File: src/core/fpu_exc_map.svh
`ifndef FPU_EXC_MAP_SVH
`define FPU_EXC_MAP_SVH

// Register word indices; byte address is four times the index
`define WIX_CTRL   6'h00
`define WIX_STATUS 6'h01
`define WIX_CLEAR  6'h02
`define WIX_ENABLE 6'h03
`define WIX_TAG    6'h04
`define WIX_SIP    6'h05
`define WIX_SCS    6'h06

// Control register fields, writable bits and reset value
`define CTRL_RC_LSB 8
`define CTRL_PC_LSB 12
`define CTRL_WMASK  32'h0000_331F
`define CTRL_RESET  32'h0000_301F

// Event bit positions in status, clear and enable
`define EV_INV 0
`define EV_DEN 1
`define EV_OVF 2
`define EV_UNF 3
`define EV_PRE 4
`define EV_STO 5
`define EV_W   6

// Two-bit tag codes
`define TAG_VALID 2'h0
`define TAG_ZERO  2'h1
`define TAG_SPEC  2'h2
`define TAG_EMPTY 2'h3

// Rounding and precision codes
`define RC_DOWN 2'h1
`define RC_UP   2'h2
`define RC_CHOP 2'h3
`define PC_EXT  2'h3

// Extended format exponents
`define EXP_MAX 15'h7FFF
`define EXP_BIG 15'h7FFE

`endif

File: src/core/fpu_exc_pkg.sv
package fpu_exc_pkg;
	typedef enum logic [2:0] {
		arith_instr, compare_instr, store_integer_instr,
		store_bcd_pop_instr, transcend_instr, extract_exponent_instr
	} op_kind_t;
	typedef enum logic [2:0] {
		cls_zero, cls_normal, cls_denorm, cls_inf,
		quiet_nan, signaling_nan, cls_unsup
	} cls_t;
	typedef enum logic [1:0] {st_idle, st_eval, st_scan, st_pub} state_t;
endpackage : fpu_exc_pkg

File: src/core/fpu_ram_if.sv
`timescale 1ns/1ps
interface fpu_ram_if #(parameter int IDXW = 3);
	logic            we;
	logic [IDXW-1:0] waddr;
	logic [79:0]     wdata;
	logic [IDXW-1:0] raddr;
	logic [79:0]     rdata;
	modport ram  (input we, waddr, wdata, raddr, output rdata);
	modport user (output we, waddr, wdata, raddr, input rdata);
endinterface : fpu_ram_if

File: src/core/fpu_data_ram.sv
`timescale 1ns/1ps
module fpu_data_ram #(
	parameter int DEPTH = 8
) (
	input  wire logic ref_clk_i,
	fpu_ram_if.ram    bus
);
	logic [79:0] mem [DEPTH];

	// Depth must be a power of two to match the index width
	if (DEPTH < 2 || (DEPTH & (DEPTH - 1)) != 0) begin : g_bad
		$error("fpu_data_ram: DEPTH must be a power of two");
	end

	// Write port and registered read port
	always_ff @(posedge ref_clk_i) begin
		if (bus.we) begin
			mem[bus.waddr] <= bus.wdata;
		end
		bus.rdata <= mem[bus.raddr];
	end
endmodule : fpu_data_ram

File: src/core/fpu_tag_exc.sv
`timescale 1ns/1ps
`include "fpu_exc_map.svh"
// Operation
// - Loaded tags 00, 01, 10 just mark the register non-empty.
// - Loaded tag 11 marks the register empty.
// - Operand class comes from register contents, never the loaded tag.
// - Store rescans every non-empty register and recomputes its tag.
// - Unsupported encodings, pseudo-zero and unnormal, get the special tag.
// - Signaling and quiet NaN are told apart; produced NaNs are quiet.
// - Signaling NaN raises invalid; quiet NaN only for compare and stores.
// - Pseudo and unnormal operands raise invalid and are never produced.
// - Masked denormal operand asks for automatic normalization.
// - Transcendental and extract instructions also raise denormal.
// - Masked overflow rounding toward zero gives largest finite value.
// - Unmasked overflow also sets the precision flag.
// - Unmasked overflow to stack rounds by precision field or opcode.
// - Masked underflow only when tiny and inexact after denormalizing.
// - Unmasked underflow to stack adjusts exponent, then rounds.
// - Denormal keeps one fixed priority whether masked or not.
// - Saved instruction pointer addresses the first prefix byte.
module fpu_tag_exc import fpu_exc_pkg::*; #(
	parameter int REGS = 8
) (
	input  wire logic                ref_clk_i,
	input  wire logic                rst_b_i,
	input  wire logic                wb_cyc_i,
	input  wire logic                wb_stb_i,
	input  wire logic                wb_we_i,
	input  wire logic [31:0]         wb_adr_i,
	input  wire logic [3:0]          wb_sel_i,
	input  wire logic [31:0]         wb_dat_i,
	output logic      [31:0]         wb_dat_o,
	output logic                     wb_ack_o,
	output logic                     irq_o,
	input  wire logic                reg_wr_i,
	input  wire logic [$clog2(REGS)-1:0] reg_wr_idx_i,
	input  wire logic [79:0]         reg_wr_data_i,
	input  wire logic                op_valid_i,
	input  wire op_kind_t            op_kind_i,
	input  wire logic [$clog2(REGS)-1:0] op_idx_i,
	input  wire logic                res_sign_i,
	input  wire logic                res_ovf_i,
	input  wire logic                res_tiny_i,
	input  wire logic                res_lossy_i,
	input  wire logic                dest_stack_i,
	input  wire logic                pc_applies_i,
	input  wire logic                opc_prec_vld_i,
	input  wire logic [1:0]          opc_prec_i,
	input  wire logic [31:0]         opcode_ip_i,
	input  wire logic [3:0]          prefix_len_i,
	input  wire logic [15:0]         code_seg_i,
	input  wire logic                env_load_i,
	input  wire logic [2*REGS-1:0]   env_tag_i,
	input  wire logic                env_store_i,
	output logic                     busy_o,
	output logic [2*REGS-1:0]        tag_word_o,
	output logic                     store_done_o,
	output logic                     op_done_o,
	output logic                     fault_o,
	output logic [2:0]               exc_code_o,
	output logic [4:0]               exc_flags_o,
	output logic                     res_force_o,
	output logic [79:0]              res_value_o,
	output logic                     normalize_o,
	output logic                     exp_adjust_o,
	output logic [1:0]               round_prec_o
);
	localparam int IDXW = $clog2(REGS);

	// Tag word must fit one bus word
	if (REGS < 2 || REGS > 16 || (REGS & (REGS - 1)) != 0) begin : g_bad
		$error("fpu_tag_exc: REGS must be a power of two, 2 to 16");
	end

	// Class of an extended value from its bits alone
	function automatic cls_t classify(input logic [79:0] x);
		logic fz;
		fz = (x[62:0] == 63'h0);
		if (x[78:64] == 15'h0000)
			classify = (!x[63] && fz) ? cls_zero : cls_denorm;
		else if (x[78:64] == `EXP_MAX) begin
			if (!x[63])
				classify = cls_unsup;
			else if (fz)
				classify = cls_inf;
			else
				classify = x[62] ? quiet_nan : signaling_nan;
		end else
			classify = x[63] ? cls_normal : cls_unsup;
	endfunction : classify

	// Tag code for a class; all unsupported forms are special
	function automatic logic [1:0] tag_of(input cls_t c);
		if (c == cls_zero)
			tag_of = `TAG_ZERO;
		else if (c == cls_normal)
			tag_of = `TAG_VALID;
		else
			tag_of = `TAG_SPEC;
	endfunction : tag_of

	state_t            state_ff, nxt_state;
	logic [IDXW:0]     cnt_ff, nxt_cnt;
	logic [REGS-1:0]   nonempty_ff;
	logic [1:0]        cls_tag_ff [REGS];
	logic [2*REGS-1:0] tag_live;
	logic [31:0]       ctrl_ff, sip_ff;
	logic [15:0]       scs_ff;
	logic [`EV_W-1:0]  status_ff, en_ff, nxt_status;
	logic              ack_ff;
	logic [31:0]       rd_ff;

	// Data register file
	fpu_ram_if #(.IDXW(IDXW)) ram_bus ();
	fpu_data_ram #(.DEPTH(REGS)) u_ram (
		.ref_clk_i (ref_clk_i),
		.bus       (ram_bus)
	);

	// Request acceptance: load over store over operation
	wire idle      = (state_ff == st_idle);
	wire load_acc  = idle & env_load_i;
	wire store_acc = idle & env_store_i & ~env_load_i;
	wire op_acc    = idle & op_valid_i & ~env_load_i & ~env_store_i;
	wire scan_hit  = (state_ff == st_scan) && (cnt_ff != '0);
	wire [IDXW-1:0] scan_idx = IDXW'(cnt_ff - 1'b1);
	assign busy_o = ~idle;

	// Memory ports
	assign ram_bus.we    = reg_wr_i;
	assign ram_bus.waddr = reg_wr_idx_i;
	assign ram_bus.wdata = reg_wr_data_i;
	assign ram_bus.raddr = (state_ff == st_scan) ? cnt_ff[IDXW-1:0]
	                                            : op_idx_i;

	// Sequencer next state
	always_comb begin
		nxt_state = state_ff;
		nxt_cnt   = cnt_ff;
		unique case (state_ff)
			st_idle: begin
				nxt_cnt = '0;
				if (store_acc)
					nxt_state = st_scan;
				else if (op_acc)
					nxt_state = st_eval;
			end
			st_eval: nxt_state = st_idle;
			st_scan: begin
				nxt_cnt = cnt_ff + 1'b1;
				if (cnt_ff == (IDXW+1)'(REGS))
					nxt_state = st_pub;
			end
			st_pub: nxt_state = st_idle;
		endcase
	end

	always_ff @(posedge ref_clk_i or negedge rst_b_i) begin
		if (!rst_b_i) begin
			state_ff <= st_idle;
			cnt_ff   <= '0;
		end else begin
			state_ff <= nxt_state;
			cnt_ff   <= nxt_cnt;
		end
	end

	// Per-register emptiness and tag class
	wire cls_t scan_cls = classify(ram_bus.rdata);
	for (genvar i = 0; i < REGS; i++) begin : g_tag
		wire [1:0] in_tag = env_tag_i[2*i +: 2];
		always_ff @(posedge ref_clk_i or negedge rst_b_i) begin
			if (!rst_b_i) begin
				nonempty_ff[i] <= 1'b0;
				cls_tag_ff[i]  <= `TAG_VALID;
			end else if (load_acc) begin
				nonempty_ff[i] <= (in_tag != `TAG_EMPTY);
				cls_tag_ff[i]  <= `TAG_VALID;
			end else if (reg_wr_i && reg_wr_idx_i == IDXW'(i)) begin
				nonempty_ff[i] <= 1'b1;
				cls_tag_ff[i]  <= tag_of(classify(reg_wr_data_i));
			end else if (scan_hit && scan_idx == IDXW'(i)
			             && nonempty_ff[i]) begin
				cls_tag_ff[i] <= tag_of(scan_cls);
			end
		end
		assign tag_live[2*i +: 2] = nonempty_ff[i] ? cls_tag_ff[i]
		                                           : `TAG_EMPTY;
	end

	// Control fields
	wire [4:0] mask  = ctrl_ff[4:0];
	wire [1:0] rc    = ctrl_ff[`CTRL_RC_LSB +: 2];
	wire [1:0] pc    = ctrl_ff[`CTRL_PC_LSB +: 2];
	wire m_inv = mask[`EV_INV];
	wire m_den = mask[`EV_DEN];
	wire m_ovf = mask[`EV_OVF];
	wire m_unf = mask[`EV_UNF];

	// Operand checks from register contents
	wire cls_t op_cls = classify(ram_bus.rdata);
	wire empty  = ~nonempty_ff[op_idx_i];
	wire strict = (op_kind_i == compare_instr)
	            | (op_kind_i == store_integer_instr)
	            | (op_kind_i == store_bcd_pop_instr);
	wire is_nan = ~empty & ((op_cls == quiet_nan)
	            | (op_cls == signaling_nan));
	wire ev_inv = empty | (op_cls == signaling_nan)
	            | (op_cls == cls_unsup)
	            | ((op_cls == quiet_nan) & strict);
	wire ev_den = ~ev_inv & (op_cls == cls_denorm);
	wire ev_ovf = ~ev_inv & res_ovf_i;
	wire ev_unf = ~ev_inv & res_tiny_i & (~m_unf | res_lossy_i);
	wire ev_pre = ~ev_inv & (res_lossy_i | (res_ovf_i & ~m_ovf));
	wire [4:0] evt = {ev_pre, ev_unf, ev_ovf, ev_den, ev_inv};
	wire [4:0] um  = evt & ~mask;

	// Fixed priority, independent of masking
	wire [2:0] code = um[0] ? 3'h0 : um[1] ? 3'h1 : um[2] ? 3'h2
	                : um[3] ? 3'h3 : 3'h4;

	// Masked responses; no pseudo form is ever built
	wire maxfin = (rc == `RC_CHOP) | ((rc == `RC_DOWN) & ~res_sign_i)
	            | ((rc == `RC_UP) & res_sign_i);
	wire [79:0] v_quiet_nan = {ram_bus.rdata[79:63], 1'b1,
	                      ram_bus.rdata[61:0]};
	wire [79:0] v_ind  = {1'b1, `EXP_MAX, 2'h3, 62'h0};
	wire [79:0] v_big  = {res_sign_i, `EXP_BIG, 64'hFFFF_FFFF_FFFF_FFFF};
	wire [79:0] v_inf  = {res_sign_i, `EXP_MAX, 1'b1, 63'h0};
	wire force_r = (ev_inv & m_inv) | (ev_ovf & m_ovf);
	wire [79:0] value = ev_inv ? (is_nan ? v_quiet_nan : v_ind)
	                  : (maxfin ? v_big : v_inf);

	// Unmasked overflow or underflow to the stack
	wire ovf_u  = ev_ovf & ~m_ovf;
	wire unf_u  = ev_unf & ~m_unf;
	wire adjust = dest_stack_i & (ovf_u | unf_u);
	wire [1:0] prec = ovf_u ? (opc_prec_vld_i ? opc_prec_i : pc)
	                : (pc_applies_i ? pc : `PC_EXT);

	// Operation results, held until the next operation
	always_ff @(posedge ref_clk_i or negedge rst_b_i) begin
		if (!rst_b_i) begin
			exc_flags_o  <= '0;
			exc_code_o   <= '0;
			fault_o      <= 1'b0;
			res_force_o  <= 1'b0;
			res_value_o  <= '0;
			normalize_o  <= 1'b0;
			exp_adjust_o <= 1'b0;
			round_prec_o <= `PC_EXT;
		end else if (state_ff == st_eval) begin
			exc_flags_o  <= evt;
			exc_code_o   <= code;
			fault_o      <= |um;
			res_force_o  <= force_r;
			res_value_o  <= value;
			normalize_o  <= ev_den & m_den;
			exp_adjust_o <= adjust;
			round_prec_o <= prec;
		end
	end

	// Completion pulses and stored tag word
	always_ff @(posedge ref_clk_i or negedge rst_b_i) begin
		if (!rst_b_i) begin
			op_done_o    <= 1'b0;
			store_done_o <= 1'b0;
			tag_word_o   <= {REGS{`TAG_EMPTY}};
		end else begin
			op_done_o    <= (state_ff == st_eval);
			store_done_o <= (state_ff == st_pub);
			if (state_ff == st_pub)
				tag_word_o <= tag_live;
		end
	end

	// Saved location of the faulting instruction
	wire [31:0] first_byte = opcode_ip_i - {28'h0, prefix_len_i};
	always_ff @(posedge ref_clk_i or negedge rst_b_i) begin
		if (!rst_b_i) begin
			sip_ff <= '0;
			scs_ff <= '0;
		end else if (state_ff == st_eval && |um) begin
			sip_ff <= first_byte;
			scs_ff <= code_seg_i;
		end
	end

	// Bus decode, written at the edge where ack is seen
	wire        wb_req = wb_cyc_i & wb_stb_i;
	wire [5:0]  wix    = wb_adr_i[7:2];
	wire        wb_wr  = wb_req & wb_we_i & ack_ff;
	wire [31:0] bmask  = {{8{wb_sel_i[3]}}, {8{wb_sel_i[2]}},
	                      {8{wb_sel_i[1]}}, {8{wb_sel_i[0]}}};
	wire [31:0] cmask  = bmask & `CTRL_WMASK;
	wire wr_ctrl = wb_wr & (wix == `WIX_CTRL);
	wire wr_clr  = wb_wr & (wix == `WIX_CLEAR);
	wire wr_en   = wb_wr & (wix == `WIX_ENABLE);
	wire [`EV_W-1:0] clr = wr_clr ? (wb_dat_i[`EV_W-1:0]
	                     & bmask[`EV_W-1:0]) : '0;
	wire [`EV_W-1:0] set = {(state_ff == st_pub),
	                        (state_ff == st_eval) ? evt : 5'h00};
	assign nxt_status = (status_ff & ~clr) | set;

	// Read selection; unmapped words read zero
	wire [31:0] rd_word =
		(wix == `WIX_CTRL)   ? ctrl_ff :
		(wix == `WIX_STATUS) ? 32'(status_ff) :
		(wix == `WIX_ENABLE) ? 32'(en_ff) :
		(wix == `WIX_TAG)    ? 32'(tag_live) :
		(wix == `WIX_SIP)    ? sip_ff :
		(wix == `WIX_SCS)    ? 32'(scs_ff) : 32'h0000_0000;

	always_ff @(posedge ref_clk_i or negedge rst_b_i) begin
		if (!rst_b_i) begin
			ack_ff <= 1'b0;
			rd_ff  <= '0;
		end else begin
			ack_ff <= wb_req & ~ack_ff;
			rd_ff  <= rd_word;
		end
	end
	assign wb_ack_o = ack_ff;
	assign wb_dat_o = rd_ff;

	// Software registers and sticky status
	always_ff @(posedge ref_clk_i or negedge rst_b_i) begin
		if (!rst_b_i) begin
			ctrl_ff   <= `CTRL_RESET;
			en_ff     <= '0;
			status_ff <= '0;
		end else begin
			status_ff <= nxt_status;
			if (wr_ctrl)
				ctrl_ff <= (ctrl_ff & ~cmask) | (wb_dat_i & cmask);
			if (wr_en)
				en_ff <= (en_ff & ~bmask[`EV_W-1:0])
				       | (wb_dat_i[`EV_W-1:0] & bmask[`EV_W-1:0]);
		end
	end
	assign irq_o = |(status_ff & en_ff);

	// Load of the tag word
	logic [REGS-1:0] load_ne;
	for (genvar k = 0; k < REGS; k++) begin : g_ne
		assign load_ne[k] = (env_tag_i[2*k +: 2] != `TAG_EMPTY);
	end
endmodule : fpu_tag_exc

File: config.mk
export PLATFORM = sky130hd
export DESIGN_NAME = fpu_tag_exc
export DESIGN_NICKNAME = d
export VERILOG_FILES = /design/src/core/fpu_exc_pkg.sv /design/src/core/fpu_ram_if.sv /design/src/core/fpu_data_ram.sv /design/src/core/fpu_tag_exc.sv
export VERILOG_INCLUDE_DIRS = /design/src /design/src/core
export SDC_FILE = /design/constraint.sdc
export NUM_CORES = 1
export LEC_CHECK = 0
export ABC_CLOCK_PERIOD_IN_PS = 5500
export BUFFER_PORTS_ARGS = -buffer_cell sky130_fd_sc_hd__buf_2
export CAP_MARGIN = 0
export CORE_MARGIN = 2
export CORE_UTILIZATION = 50
export CTS_CLUSTER_SIZE = 20
export DETAILED_ROUTE_END_ITERATION = 10
export PLACE_DENSITY = 0.74
export SLEW_MARGIN = 20
export SYNTH_ARGS = -nofsm -noshare
export SYNTH_HDL_FRONTEND = slang
export SYNTH_HIERARCHICAL = 1
export SYNTH_SLANG_ARGS = --single-unit
export TNS_END_PERCENT = 10
File: constraint.sdc
create_clock -name ref_clk_i -period 5.5 [get_ports ref_clk_i]
set_input_delay 0.55 -clock ref_clk_i [delete_from_list [all_inputs] [get_ports ref_clk_i]]
set_output_delay 0.55 -clock ref_clk_i [all_outputs]
set_load 0.03 [all_outputs]
Yosys cells after proc, flatten, opt, wreduce, memory -nomap -nowiden:

Memory sizes are Yosys's and may differ from the RTL's. A register that Yosys moved wholly into a read port is not among the register bits.
Index checks and enable logic that the tools add are counted.

* bits in registers: 267
* bits in latches: 0
* bits in writable memories: 640
* ROM bits: 0
* output and inout port bits: 147
* word-level logic and storage cells: 353
* memories: 1

Memories
* u_ram.mem: depth 8, width 80, read ports 1, clocked after Yosys merged registers in 1, write ports 1, line fpu_data_ram.sv:8 `logic [79:0] mem [DEPTH];`

* add/subtract/negate cells: 3
* multiply operators: 0
* divide/modulo/power cells: 0
* $lt $le $gt $ge: 1
* equality and inequality tests: 55
* shifts and indexed selects: 0
* multiplexer cells: 124
* bitwise gates (word level): 64
* reductions and logical operators: 69

Operators with widths (number)
* $mux W32: 5
* $mux W80: 2
* $logic_not A63 Y1: 2
* $mux W2: 58
* $mux W3: 31
* $mux W65: 1
* $eq A3 B1 Y1 const B: 12
* $eq A3 B3 Y1 const B: 11
* $logic_not A3 Y1: 11
* $and A32 B14 Y32: 1
* $and A32 B32 Y32: 1
* $not A14 Y32: 1
* $or A32 B32 Y32: 1
* $sub A32 B4 Y32: 1
* $eq A15 B15 Y1 const B: 2
* $logic_not A15 Y1: 2
* $and A1 B1 Y1: 29
* $logic_and A1 B1 Y1: 28
* $and A6 B6 Y6: 4
* $reduce_bool A3 Y1: 8
* $eq A3 B2 Y1 const B: 7
* $mux W1: 21
* $eq A6 B3 Y1 const B: 3
* $reduce_bool A2 Y1: 9
* other kinds (31): 65

Logic depth before layout (Yosys ltp):

* depth in word-level cells: 17
* gate-level depth with buffers: 13

Cells and area by module:

The synthesis kept the hierarchy.

Modules (own cells, without submodules)
* fpu_data_ram: times used 1, cells each 1018, area an instance 25654.6 um^2
* fpu_tag_exc: times used 1, cells each 1179, area an instance 11561.1 um^2

Worst setup path after synthesis:

OpenSTA, ideal clock, no wires.

* path kind: input to register
* from: input reg_wr_idx_i[2]
* to: memory u_ram.mem[0][0], enable pin
* setup time: 0.618 ns
* arrival time: 6.152 ns
* required time: 4.882 ns
* setup slack: -1.269 ns
* cell stages on the path: 2
* path buffers: 0
* cells stage by stage: nand2b_1 -> nor3_1

RTL lines
* from (decl): line fpu_tag_exc.sv:36 `input wire logic [$clog2(REGS)-1:0] reg_wr_idx_i,`
* to (decl): line fpu_data_ram.sv:8

Straight into the memory's write port.

Worst setup path after layout:

* from: register u_ram.bus.rdata[28], read port of u_ram.mem
* to: register scs_ff[7]

* cells in the longest elaborated chain, start to end: 15
* elaborated cells on any way between the ends: 24
* those cells by class: eq/ne: 4; mux: 5; bitwise: 11; reduce/logical: 4

RTL lines
* from (decl): line fpu_ram_if.sv:8 `modport ram (input we, waddr, wdata, raddr, output rdata);`
* $logic_not A63 Y1 (*): line fpu_tag_exc.sv:78 `fz = (x[62:0] == 63'h0);`
* $mux W3: line fpu_tag_exc.sv:84 `else if (fz)`
* $mux W3: line fpu_tag_exc.sv:82 `if (!x[63])`
* $mux W3: line fpu_tag_exc.sv:81 `` else if (x[78:64] == `EXP_MAX) begin ``
* $mux W3 (*): line fpu_tag_exc.sv:79 `if (x[78:64] == 15'h0000)`
* $eq A3 B3 Y1: line fpu_tag_exc.sv:208 `wire ev_inv = empty | (op_cls == signaling_nan)`
* $or A1 B1 Y1: line fpu_tag_exc.sv:208
* $or A1 B1 Y1: line fpu_tag_exc.sv:209 `| (op_cls == cls_unsup)`
* $or A1 B1 Y1: line fpu_tag_exc.sv:210 `| ((op_cls == quiet_nan) & strict);`
* $not A1 Y1
* $and A1 B1 Y1 (2 in a row): line fpu_tag_exc.sv:213 `wire ev_unf = ~ev_inv & res_tiny_i & (~m_unf | res_lossy_i);`
* $and A5 B5 Y5 (*): line fpu_tag_exc.sv:216 `wire [4:0] um = evt & ~mask;`
* $reduce_or A5 Y1 (*): line fpu_tag_exc.sv:284 `end else if (state_ff == st_eval && |um) begin`
* $logic_and A1 B1 Y1 (*): line fpu_tag_exc.sv:284
* to (signal assigned): line fpu_tag_exc.sv:286 `scs_ff <= code_seg_i;`
* to (decl): line fpu_tag_exc.sv:108 `logic [15:0] scs_ff;`

Every way passes the cells marked *; elsewhere a longest branch is shown, timed or not.
A chain may end at the register's enable or synchronous reset.

==> results.cfg <==
[run_status]
outcome = complete, no violations

[clocking]
htree_levels = 3
numCtsBuffers = 98
path_clk_slew_ns = 0.06
root_buffer = clkbuf_16
cts_tree = built
post_cts_buffers = 0
clock_latency_ns = 0.70
cts_buffer_depth = 3
clkSinkCount = 964

[setup_path]
crit_arrival_ns = 4.61
worstPathRequired_ns = 6.01
path_max_fanout = 49
cp-start-kind = flop
cp-end-kind = flop
crit_type = flop to flop

[cells_and_area]
area_growth_pct = 16.9
fin_cells = 3619
fill_cells = 5475
drive_above_1_share = 0.333
final_nets = 2811
mostFrequentLayoutCell = edfxtp_1
regArea_sq_um = 27000
multi_input_area_sq_um = 9730
final_area_sq_um = 43500
mostFrequentLayoutCells = edfxtp_1 (640), buf_2 (338), dfrtp_1 (219)
utilization = 0.587

[power_and_ir_drop]
sw_frac_of_total = 0.315
p_comb_frac = 0.302
p_int_mw = 16.1
p_per_area_nw_per_um2 = 541
p_switching_mw = 7.43
peakVddDrop_v = 0.000567
p_clk_frac = 0.288
leakage_nw = 16.0
power_frac_seq = 0.410

[global_route]
antenna_found_initial = 23
grt_pass1_wl_mm = 137
grt_max_degree = 126
grt_pass1_vias = 22190
globalRouteTotalUtil = 0.238
overflow = 0

[drt]
ant_nets = 0
met3_wirelength_mm = 7.33
drt_first_pass_iters = 6
wire_per_inst_um = 25.0
route.met2.wl_mm = 44.9
m1WireLength_mm = 35.4
routed_via_density = 5.86
top_layer = met5
wl_mm = 90.4
drt_iter0_markers = 2243
drc = 0
vias = 21202

[floorplanning]
placementRows = 100
die_w_um = 277
initial_core_util = 0.502
dieArea_sq_um = 76600
fp.dieH_um = 277
core-area_sq_um = 74100
pin_count = 390

[placement]
gp_congestion = 0.871
dp_slack_ns = 1.04
place_area_sq_um = 40100
dpl.hpwl_mm = 55.9
io_buffers = 339
dp.cells = 3425

[timing]
rsz0062_at_grt = false
setup_violations = 0
relSlewSlack = 0.268
hold_viol_final = 0
fmax_mhz = 244
skew_ns = 0.0742
fin_crit_ns = 4.10
period_share = 0.746
finalMaxSlewViolations = 0
timing.final.ws_setup_ns = 1.40
worstMarginPinSlew_ns = 1.09

[logic_synthesis]
synth_seq_cells = 964
synth.distinct_cells = 58
yosysSeqAreaShare = 0.724
avgSynthCellArea_sq_um = 16.9
synth_area_sq_um = 37200
synth_flop_cell = edfxtp_1
synthTopCellsByArea = edfxtp_1 (52%), dfrtp_1 (15%), mux4_2 (9.8%)
syn-num-nets = 2451
ys_warn_count = 6
async_flop_share = 0.253
synth_top_area_frac = 0.516
synth-edff-count = 640
yosys.area.top_type = edfxtp_1
synthCells = 2197

[run]
maxCapViolCount = 0

[hold_path]
hp-class = primary input to flop
[worst paths after layout]
kind	slack, ns	to	startpoint	depth (start not counted)
max in group asynchronous	3.70	res_value_o[21]	rst_b_i	3
worst min-delay path	0.10	nonempty_ff[4]	env_tag_i[9]	2
worst max-delay path	1.40	scs_ff[7]	u_ram/bus.rdata[28]	8
worst min register to register	0.45	wb_ack_o	wb_ack_o	1
worst max register to register	1.40	scs_ff[7]	u_ram/bus.rdata[28]	8
min in group asynchronous	0.54	wb_dat_o[20]	rst_b_i	2
[power groups by stage]
stage / Sequential [mW] / Clock [mW] / Combinational (mW)
global placement: 9.70 / 0 / 7.07
detailed placement: 9.76 / 0 / 7.16
floorplan: 10.3 / 0 / 4.61
global route: 9.76 / 7.20 / 7.65
finish: 9.65 / 6.78 / 7.12
CTS: 9.63 / 6.90 / 7.23
[through the flow]
step,total power [mW],setup TNS [ns],hold WS (ns)
2_1_floorplan,14.9,-97.95,0.254
3_3_place_gp,16.8,0,0.429
3_5_place_dp,16.9,0,0.440
4_1_cts,23.8,0,0.0590
5_1_grt,24.6,0,0.0846
6_report,23.6,0,0.101
[repair_timing]
action | CTS | global route
hold endpoints to repair | 16 | 0
hold buffers | 1 | 0
resized for setup | 0 | 0
[critical path, stage by stage, from the launching register on]
cell	delay, ns
dfxtp_1	0.33
nor4_1	0.48
nand4_1	0.40
or4_4	0.69
a41o_1	0.40
o311ai_2	0.32
buf_4	0.28
and2_4	0.59
mux2_2	0.40
[cells by family after synthesis]
group | synth area share
AOI/OAI and AO/OA | 0.0441
xor gates and xnor gates | 0.00682
adders and majority gates | 0.00390
buffers and inverters | 0.0179
DFF | 0.724
muxes | 0.141
and+or+nand+nor | 0.0619
[area by class of cell]
| class | count | share of cell area |
|---|---|---|
| timing repair buffer | 373 | 0.0483 |
| antenna | 9 | 0.000518 |
| multi-input combinational | 1092 | 0.224 |
| tap | 969 | 0.0279 |
| clock buffer | 138 | 0.0645 |
| clock inverter | 46 | 0.0130 |
| sequential | 964 | 0.620 |
| inverter | 28 | 0.00242 |
[per-layer routing]
| metal | GRT usage | up-vias |
|---|---|---|
| met5 | 0 | - |
| met4 | 0.0778 | 28 |
| met3 | 0.0578 | 184 |
| met2 | 0.395 | 886 |
| met1 | 0.311 | 10864 |
| li1 | - | 9240 |
[registers in the layout, indices dropped and copies added, names as in the netlist, 2 cells and up, named ones only]
register,flops
status_ff,6
round_prec_o,2
u_ram/bus.rdata,80
res_value_o,80
state_ff,2
tag_word_o,16
nonempty_ff,8
scs_ff,16
u_ram/mem,640
exc_flags_o,5
wb_dat_o,32
sip_ff,32
cls_tag_ff,16
cnt_ff,4
exc_code_o,3
[synth_stat cells (3+ instances only)]
master     count
mux2_2       128
a2bb2oi_1      3
xnor2_1       22
nand2_1      137
and3_1         3
inv_1         28
dfrtp_1      219
buf_2         18
o22ai_1        4
and2_1        19
a21oi_1       87
o21ai_0      117
nand3_1       27
nor3b_1       17
buf_1          8
buf_6         15
nor2b_1       19
nand4_1       18
dfxtp_1       80
nor2_1        77
edfxtp_1     640
ha_1          10
dfstp_2       25
mux4_2       162
a22oi_1        3
nand4b_1       4
nor3_1        35
mux2i_1       13
a21o_1         7
or2_2         16
o21a_1         6
xor2_1         7
or3_1          3
nand2b_1      23
a211oi_1       3
nor4_1        50
clkbuf_1      71
and4_1         3
a31oi_1       42
No activity file was read; power rests on OpenSTA's default activity.
